**config.mk**
```make
export PLATFORM = sky130hd
export DESIGN_NAME = sscr_top
export DESIGN_NICKNAME = d
export VERILOG_FILES = /design/src/hw/sscr_pkg.sv /design/src/hw/sscr_if.sv /design/src/hw/sscr_sampler.sv /design/src/hw/sscr_top.sv
export VERILOG_INCLUDE_DIRS = /design/src /design/src/hw
export SDC_FILE = /design/constraint.sdc
export NUM_CORES = 1
export LEC_CHECK = 0
export ABC_AREA = 1
export BUFFER_PORTS_ARGS = -buffer_cell sky130_fd_sc_hd__buf_2
export CORE_MARGIN = 3
export CORE_UTILIZATION = 70
export DETAILED_ROUTE_END_ITERATION = 8
export GPL_TIMING_DRIVEN = 0
export PLACE_DENSITY = 0.89
export SLEW_MARGIN = 5
export SYNTH_ARGS = -nofsm -noshare
export SYNTH_HDL_FRONTEND = slang
export SYNTH_HIERARCHICAL = 1
export SYNTH_SLANG_ARGS = --single-unit
export TNS_END_PERCENT = 30
```
**constraint.sdc**
```tcl
create_clock -name core_clk_i -period 10.85 [get_ports core_clk_i]
set_clock_uncertainty 0.15 [all_clocks]
set_input_delay 1.085 -clock core_clk_i [delete_from_list [all_inputs] [get_ports core_clk_i]]
set_output_delay 1.085 -clock core_clk_i [all_outputs]
set_load 0.05 [all_outputs]
```
**src/hw/sscr_regs.svh**
```systemverilog
// Operation
// RL1 - Marking line keeps receiver stopped
// RL2 - Spacing transition while stopped starts cycle
// RL3 - Start detection ignored during selecting cycle
// RL4 - Marking stop element ends cycle, re-arms
// RL5 - Stay idle until next start element
// RL6 - Capture element level, hold until boundary
// RL7 - Marking sets collected bit, spacing clears
// RL8 - Keep collected bits until character complete
// RL9 - Clear previous output; unselected become spacing
// RL10 - Clear strictly before load
// RL11 - Output cycle loads new character
// RL12 - One output bit per code level
// RL13 - Output holds until next character
// RL14 - Marking opens normally closed path
// RL15 - Transmitter frames with start, stop elements
// RL16 - Frame is 7.42 or 11.00 units; unit timing uses the 7.42 frame only
// RL17 - Rate selectable: 60, 75, 100 wpm
// RL18 - Sample at configurable offset, nominally center
// RL19 - One-cycle pulse when output loads
`ifndef SSCR_REGS_SVH
`define SSCR_REGS_SVH

// ***************************************
// Timing
// ***************************************
`define SSCR_CLK_HZ            64'd200000000
`define SSCR_CLK_PERIOD_NS     5
`define SSCR_SEC_PER_MIN       64'd60
`define SSCR_CHARS_PER_WORD    64'd6
// Frame lengths in hundredths of a unit interval: 7.42 and 11.00
`define SSCR_FRAME5_UNITS_X100 64'd742
`define SSCR_FRAME8_UNITS_X100 64'd1100
`define SSCR_UNIT_CYC(wpm) \
   ((`SSCR_CLK_HZ * `SSCR_SEC_PER_MIN * 64'd100) / \
    (64'(wpm) * `SSCR_CHARS_PER_WORD * `SSCR_FRAME5_UNITS_X100))

// ***************************************
// Frame layout
// ***************************************
`define SSCR_LEVELS            5
`define SSCR_LAST_LEVEL        3'h4
`define SSCR_OFS_W             4
`define SSCR_OFS_SHIFT         4
`define SSCR_OFS_NOMINAL       4'h8
`define SSCR_LINE_MARK         1'h1

`endif

```
**src/hw/sscr_pkg.sv**
```systemverilog
package sscr_pkg;

   typedef enum logic [1:0] {
      SSCR_WPM_60  = 2'h0,
      SSCR_WPM_75  = 2'h1,
      SSCR_WPM_100 = 2'h2
   } sscr_speed_e;

   typedef enum logic [5:0] {
      ST_STOP  = 6'h01,
      ST_START = 6'h02,
      ST_CODE  = 6'h04,
      ST_CLEAR = 6'h08,
      ST_LOAD  = 6'h10,
      ST_TAIL  = 6'h20
   } sscr_state_e;

   typedef logic [31:0] sscr_cyc_t;

endpackage

```
**src/hw/sscr_if.sv**
```systemverilog
`timescale 1ns/10ps
`default_nettype none

interface sscr_if;
   import sscr_pkg::*;
   logic      run;
   logic      line;
   sscr_cyc_t unit_cyc;
   sscr_cyc_t ofs_cyc;
   logic      smp;
   logic      lvl;

   modport ctl (output run, line, unit_cyc, ofs_cyc, input smp, lvl);
   modport elem (input run, line, unit_cyc, ofs_cyc, output smp, lvl);
endinterface

`default_nettype wire

```
**src/hw/sscr_sampler.sv**
```systemverilog
`timescale 1ns/10ps
`default_nettype none

module sscr_sampler (
   // Clock and reset
   input  wire logic core_clk_i,
   input  wire logic nrst_i,
   // Element timing
   sscr_if.elem      tim
);
   import sscr_pkg::*;

   sscr_cyc_t cnt;
   sscr_cyc_t next_cnt;
   logic      smp;
   logic      next_smp;
   logic      lvl;
   logic      next_lvl;
   logic      hit;

   // Counter restarts at the start transition, so every sample point
   // sits at a fixed offset from it
   always_comb begin
      hit = tim.run && (cnt == tim.ofs_cyc);
      next_smp = hit; // RL18
      next_lvl = hit ? tim.line : lvl; // RL6
      if (!tim.run || cnt == tim.unit_cyc - 32'h1) begin
         next_cnt = 32'h0;
      end else begin
         next_cnt = cnt + 32'h1;
      end
   end

   always_ff @(posedge core_clk_i or negedge nrst_i) begin
      if (!nrst_i) begin
         cnt <= 32'h0;
         smp <= 1'h0;
         lvl <= 1'h1;
      end else begin
         cnt <= next_cnt;
         smp <= next_smp;
         lvl <= next_lvl;
      end
   end

   assign tim.smp = smp;
   assign tim.lvl = lvl;
endmodule

`default_nettype wire

```
**src/hw/sscr_top.sv**
```systemverilog
`timescale 1ns/10ps
`default_nettype none
`include "sscr_regs.svh"

module sscr_top #(
   parameter logic [31:0] UNIT_CYC_60  = 32'(`SSCR_UNIT_CYC(60)), // RL16
   parameter logic [31:0] UNIT_CYC_75  = 32'(`SSCR_UNIT_CYC(75)),
   parameter logic [31:0] UNIT_CYC_100 = 32'(`SSCR_UNIT_CYC(100))
) (
   // Clock and reset
   input  wire logic                    core_clk_i,
   input  wire logic                    nrst_i,
   // Line and configuration
   input  wire logic                    line_i,
   input  wire sscr_pkg::sscr_speed_e   speed_sel_i,
   input  wire logic [`SSCR_OFS_W-1:0]  sample_ofs_i,
   // Parallel character output
   output var  logic [`SSCR_LEVELS-1:0] code_o,
   output var  logic [`SSCR_LEVELS-1:0] contact_nc_o,
   output var  logic                    new_char_o,
   output var  logic                    busy_o
);
   import sscr_pkg::*;

   // ***************************************
   // Line synchroniser
   // ***************************************
   logic line_m;
   logic line_s;
   logic line_q;
   // Configuration pins are static, but still pass two flops first
   sscr_speed_e            speed_m;
   sscr_speed_e            speed_s;
   logic [`SSCR_OFS_W-1:0] ofs_m;
   logic [`SSCR_OFS_W-1:0] ofs_s;

   always_ff @(posedge core_clk_i or negedge nrst_i) begin
      if (!nrst_i) begin
         line_m  <= `SSCR_LINE_MARK;
         line_s  <= `SSCR_LINE_MARK;
         line_q  <= `SSCR_LINE_MARK;
         speed_m <= SSCR_WPM_60;
         speed_s <= SSCR_WPM_60;
         ofs_m   <= `SSCR_OFS_NOMINAL;
         ofs_s   <= `SSCR_OFS_NOMINAL;
      end else begin
         line_m  <= line_i;
         line_s  <= line_m;
         line_q  <= line_s;
         speed_m <= speed_sel_i;
         speed_s <= speed_m;
         ofs_m   <= sample_ofs_i;
         ofs_s   <= ofs_m;
      end
   end

   // ***************************************
   // Element timing
   // ***************************************
   sscr_if    u_tim ();
   sscr_cyc_t unit_cyc;

   always_comb begin
      case (speed_s) // RL17
         SSCR_WPM_60: begin
            unit_cyc = UNIT_CYC_60;
         end
         SSCR_WPM_75: begin
            unit_cyc = UNIT_CYC_75;
         end
         SSCR_WPM_100: begin
            unit_cyc = UNIT_CYC_100;
         end
         default: begin
            unit_cyc = UNIT_CYC_60;
         end
      endcase
   end

   assign u_tim.line     = line_s;
   assign u_tim.unit_cyc = unit_cyc;
   // Offset in sixteenths of a unit; truncation moves it slightly early
   assign u_tim.ofs_cyc  = 32'((unit_cyc >> `SSCR_OFS_SHIFT)
                                * {28'h0, ofs_s}); // RL18

   sscr_sampler u_smp (
      .core_clk_i (core_clk_i),
      .nrst_i     (nrst_i),
      .tim        (u_tim.elem)
   );

   // ***************************************
   // Selecting and output cycles
   // ***************************************
   function automatic logic level_hit(input logic [2:0] idx,
                                      input int unsigned lev);
      level_hit = (idx == 3'(lev));
   endfunction

   sscr_state_e             state;
   sscr_state_e             next_state;
   logic [2:0]              elem;
   logic [2:0]              next_elem;
   logic [`SSCR_LEVELS-1:0] collect;
   logic [`SSCR_LEVELS-1:0] next_collect;
   logic [`SSCR_LEVELS-1:0] next_code;
   logic                    next_new;
   logic                    smp;
   logic                    lvl;
   logic                    fall;

   assign smp  = u_tim.smp;
   assign lvl  = u_tim.lvl;
   // Only a real mark-to-space transition counts as a start element
   assign fall = line_q & ~line_s; // RL5

   always_comb begin
      next_state = state;
      next_elem  = elem;
      next_code  = code_o;
      next_new   = 1'h0;
      case (state)
         ST_STOP: begin
            if (fall) begin // RL1 RL2
               next_state = ST_START;
            end
         end
         ST_START: begin
            // Start rechecked at its sample point so glitches are dropped
            if (smp) begin // RL3
               next_elem  = 3'h0;
               next_state = (lvl == `SSCR_LINE_MARK) ? ST_STOP : ST_CODE;
            end
         end
         ST_CODE: begin
            if (smp) begin
               if (elem == `SSCR_LAST_LEVEL) begin
                  next_state = ST_CLEAR;
               end else begin
                  next_elem = elem + 3'h1;
               end
            end
         end
         ST_CLEAR: begin
            next_code  = '0; // RL9 RL10
            next_state = ST_LOAD;
         end
         ST_LOAD: begin
            next_code  = collect; // RL10 RL11
            next_new   = 1'h1; // RL19
            next_state = ST_TAIL;
         end
         ST_TAIL: begin
            // A spacing stop keeps waiting for the next stop sample
            if (smp && lvl == `SSCR_LINE_MARK) begin // RL4
               next_state = ST_STOP;
            end
         end
         default: begin
            next_state = ST_STOP;
         end
      endcase
   end

   genvar g;
   generate
      for (g = 0; g < `SSCR_LEVELS; g++) begin : g_lev
         // Bit g stays held until overwritten by its own level
         assign next_collect[g] =
            (state == ST_CODE && smp && level_hit(elem, g)) ?
            lvl : collect[g]; // RL7 RL8 RL12
      end
   endgenerate

   assign u_tim.run = (state != ST_STOP);

   always_ff @(posedge core_clk_i or negedge nrst_i) begin
      if (!nrst_i) begin
         state        <= ST_STOP;
         elem         <= 3'h0;
         collect      <= '0;
         code_o       <= '0;
         contact_nc_o <= '1;
         new_char_o   <= 1'h0;
         busy_o       <= 1'h0;
      end else begin
         state        <= next_state;
         elem         <= next_elem;
         collect      <= next_collect;
         code_o       <= next_code; // RL13
         contact_nc_o <= ~next_code; // RL14
         new_char_o   <= next_new;
         busy_o       <= (next_state != ST_STOP);
      end
   end
endmodule

`default_nettype wire

```
==> out/metrics.csv <==
stage,metric,value,unit
floorplanning,Die W,111.2,um
critical_path,crit path kind,flip-flop to flip-flop,
cts,Post-CTS Setup Bufs,0,
global_routing,vias in the first global route,7170,
cts,worst skew pair latency,0.37,ns
critical_path,Worst R2R End,u_smp/tim.lvl,
cts,CTS tree,built,
critical_path,Critical Path RT,11.01,ns
cts,cts hold-fix bufs,0,
floorplanning,num rows,37,
cts,Root Driver,clkbuf_8,
status,status,finished clean,
logic_synthesis,post-synth top area share,20.37,%
critical_path,Worst R2R Start,speed_s[1],
sta,Final Hold Viols,0,
logic_synthesis,syn avg cell area,6.632,um2
cells_and_area,# diodes,0,
global_routing,total grt overflow,0,
sta,# setup viols final,0,
critical_path,Worst Setup SP,speed_s[1],
cells_and_area,Area Overhead vs Synth,8.600,%
critical_path,Max Fanout on Critical Path,20,
floorplanning,initial core utilization,73.33,%
cts,Resized cells post-CTS,0,
floorplanning,IO Count,21,
critical_path,FF-to-FF path depth,26,
cts,Clock transition at path regs,0.08,ns
floorplanning,die area,12350,um2
placed_design,Post-Place Cells,1368,
worst_hold_path,hold-critical path depth,0,
logic_synthesis,Netlist Area Pre-Place,7740,um2
sta,Tmin final,5.391,ns
logic_synthesis,asr flop ratio synth,100.0,%
cts,clock sink total,75,
sta,Slew Limit Fails,0,
cells_and_area,layout cells sized above 1,9.135,%
routing,Routed Antenna Nets,0,
logic_synthesis,Synth Instances,1167,
power,peak supply drop,0.1092,mV
critical_path,CP startpoint kind,flip-flop,
global_routing,largest net degree at the start of global routing,66,
logic_synthesis,YS warnings,6,
routing,via/cell ratio,5.354,
logic_synthesis,Yosys top cell by area,dfrtp_1,
global_routing,initial antenna violation count,0,
logic_synthesis,top post-synthesis cells by area,"dfrtp_1 (20%), nand2_1 (16%), inv_1 (10%)",
worst_hold_path,Min-Delay Path Class,flip-flop to flip-flop,
critical_path,worst setup path endpoint,u_smp/tim.lvl,
power,PwrDens,111.5,nW/um2
routing,drt wl/cell,14.48,um
sta,TNS Setup,0,ns
cells_and_area,Total Nets Final,1318,
routing,Vias,7410,
critical_path,Worst Path Arrival,5.55,ns
placed_design,IO buf count,20,
sta,relative slew slack,35.25,%
floorplanning,core box area,10560,um2
placed_design,Post-DP HPWL,15990,um
routing,Routed WL,20050,um
logic_synthesis,"flops & latches, synth",75,
sta,FMAX,185.5,MHz
logic_synthesis,"Seq/Total Area, Yosys",24.44,%
routing,TritonRoute pass-1 iters,7,
logic_synthesis,ys flop type,dfrtp_1,
routing,initial DRC count,736,
logic_synthesis,post-synthesis cell type count,41,
logic_synthesis,number of enable flip-flop cells after synthesis,0,
sta,Worst-Margin Slew,0.9712,ns
cells_and_area,final std cells w/o fill,1384,
cells_and_area,FILL cells,844,
sta,RSZ-0062 raised after global routing,false,
job,max_cap viols,0,
floorplanning,Die Span Y,111.2,um
routing,DRC viols,0,
power,P_leak,4.500,nW
cts,CTS buffer count,9,
sta,final worst-path cycle share,49.69,%
global_routing,first-pass GRT wire length,33640,um
cts,Max clock buf depth,2,
cts,H-tree lvl count,3,
critical_path,FF-to-FF setup slack,5.46,ns
global_routing,Tot GR Track Use,33.73,%
critical_path,Critical Path End Type,flip-flop,
placed_design,routability cong.,0.9978,
==> synthesized netlist by cell type (7+ instances only) <==
master / number
nand4_1: 20
nand2_2: 7
ha_1: 48
nor2_1: 157
o22ai_1: 12
a21oi_1: 15
nor2_2: 21
nand2_1: 326
inv_2: 8
dfrtp_1: 63
fa_1: 18
o21bai_1: 9
xor2_1: 56
nand3_1: 59
dfstp_2: 12
inv_1: 207
xnor2_1: 29
nor3_1: 23
clkbuf_1: 7
o21ai_0: 14
==> layout by cell type (no fill, tap or decap), drive strengths merged, types with 5 or more instances in the layout <==
cell | synthesis | routed
nand2 | 336 | 336
o22ai | 12 | 12
a21oi | 16 | 16
dfstp | 12 | 12
nor4 | 6 | 6
conb | 1 | 45
buf | 6 | 27
fa | 18 | 18
o21bai | 9 | 9
xnor2 | 29 | 29
ha | 48 | 48
nand3b | 5 | 5
nand3 | 64 | 64
clkbuf | 7 | 17
dfrtp | 63 | 63
nand4 | 21 | 21
xor2 | 56 | 56
nor3 | 25 | 25
o21ai | 19 | 19
inv | 215 | 217
nor2 | 185 | 185
==> worst max-delay path, cell delays in order, from the launching register on <==
cell and delay, ns:
dfrtp_1 0.40, inv_1 0.09, ha_1 0.80, nand2_1 0.40, xor2_1 0.27, ha_1 0.19, nor2_1 0.31, inv_1 0.10
fa_1 0.44, ha_1 0.40, nand2_1 0.14, inv_1 0.06, nand2_1 0.06, nand2_1 0.07, a21oi_1 0.19, nand3_1 0.11
nand2_1 0.07, nand2_1 0.06, inv_1 0.11, o21ai_0 0.09, nor2_1 0.12, nand4_1 0.09, nor3_1 0.17, and2_1 0.20
nand3_1 0.12, nand2_1 0.08, nand2_1 0.05
==> kinds of logic after synthesis <==
kind of cell | Yosys count | synth area share (%)
fa+ha+maj | 66 | 12.42
compound gates | 61 | 4.850
other cells | 1 | 0.04845
xor+xnor | 85 | 9.618
simple gates | 651 | 37.23
flops | 75 | 24.44
buf+inv | 228 | 11.40
==> worst min-delay path by stage <==
stage	from	to
CTS	speed_m[0]	speed_s[0]
detailed placement	speed_m[0]	speed_s[0]
global placement	ofs_m[0]	ofs_s[0]
finish	speed_m[0]	speed_s[0]
floorplan	ofs_m[0]	ofs_s[0]
global route	speed_m[0]	speed_s[0]
==> through the flow <==
step,setup slack [ns],util (%),hold WS (ns),power [mW],area [um2]
3_5_place_dp,5.597,77.74,0.1870,0.7098,8205
3_3_place_gp,5.708,77.45,0.1819,0.7010,8175
5_1_grt,5.008,79.63,0.2167,1.001,8406
4_1_cts,5.593,79.63,0.2043,0.9339,8406
6_report,5.459,79.63,0.2040,0.9370,8406
2_1_floorplan,6.528,-,0.1812,0.6147,7905
==> sequential cells by signal, summed over array words and instances (netlist names), 2 cells and up <==
register      flops
u_smp/cnt        32
state             6
code_o            5
collect           5
contact_nc_o      5
ofs_m             4
ofs_s             4
elem              3
speed_m           2
speed_s           2
==> routing by layer <==
metal | track usage [%] | vias to the layer above | part of all wire (%)
li1 | - | 3692 | -
met1 | 44.01 | 3345 | 43
met2 | 55.02 | 310 | 46
met3 | 7.369 | 63 | 8.4
met4 | 12.98 | 0 | 3.1
met5 | 0 | - | 0
==> final cells by class <==
| type | instances | area (um2) | share of cell area (%) |
|---|---|---|---|
| inverters | 215 | 807.0 | 9.601 |
| clock inverters | 6 | 72.57 | 0.8634 |
| plain buffers | 13 | 75.07 | 0.8931 |
| clock buffers | 10 | 127.6 | 1.518 |
| flip-flops and latches | 75 | 1892 | 22.51 |
| multi-input cells | 908 | 5131 | 61.04 |
| repair buffers | 21 | 130.1 | 1.548 |
| well taps | 136 | 170.2 | 2.024 |
==> report_power, final <==
| group | leakage (nW) | switching [mW] | total, mW | internal, mW |
|---|---|---|---|---|
| logic | 3.42 | 0.274 | 0.413 | 0.140 |
| registers | 0.979 | 0.0108 | 0.304 | 0.293 |
| clock network | 0.103 | 0.111 | 0.220 | 0.109 |
| total | 4.50 | 0.395 | 0.937 | 0.542 |
No activity file was read; power rests on OpenSTA's default activity.
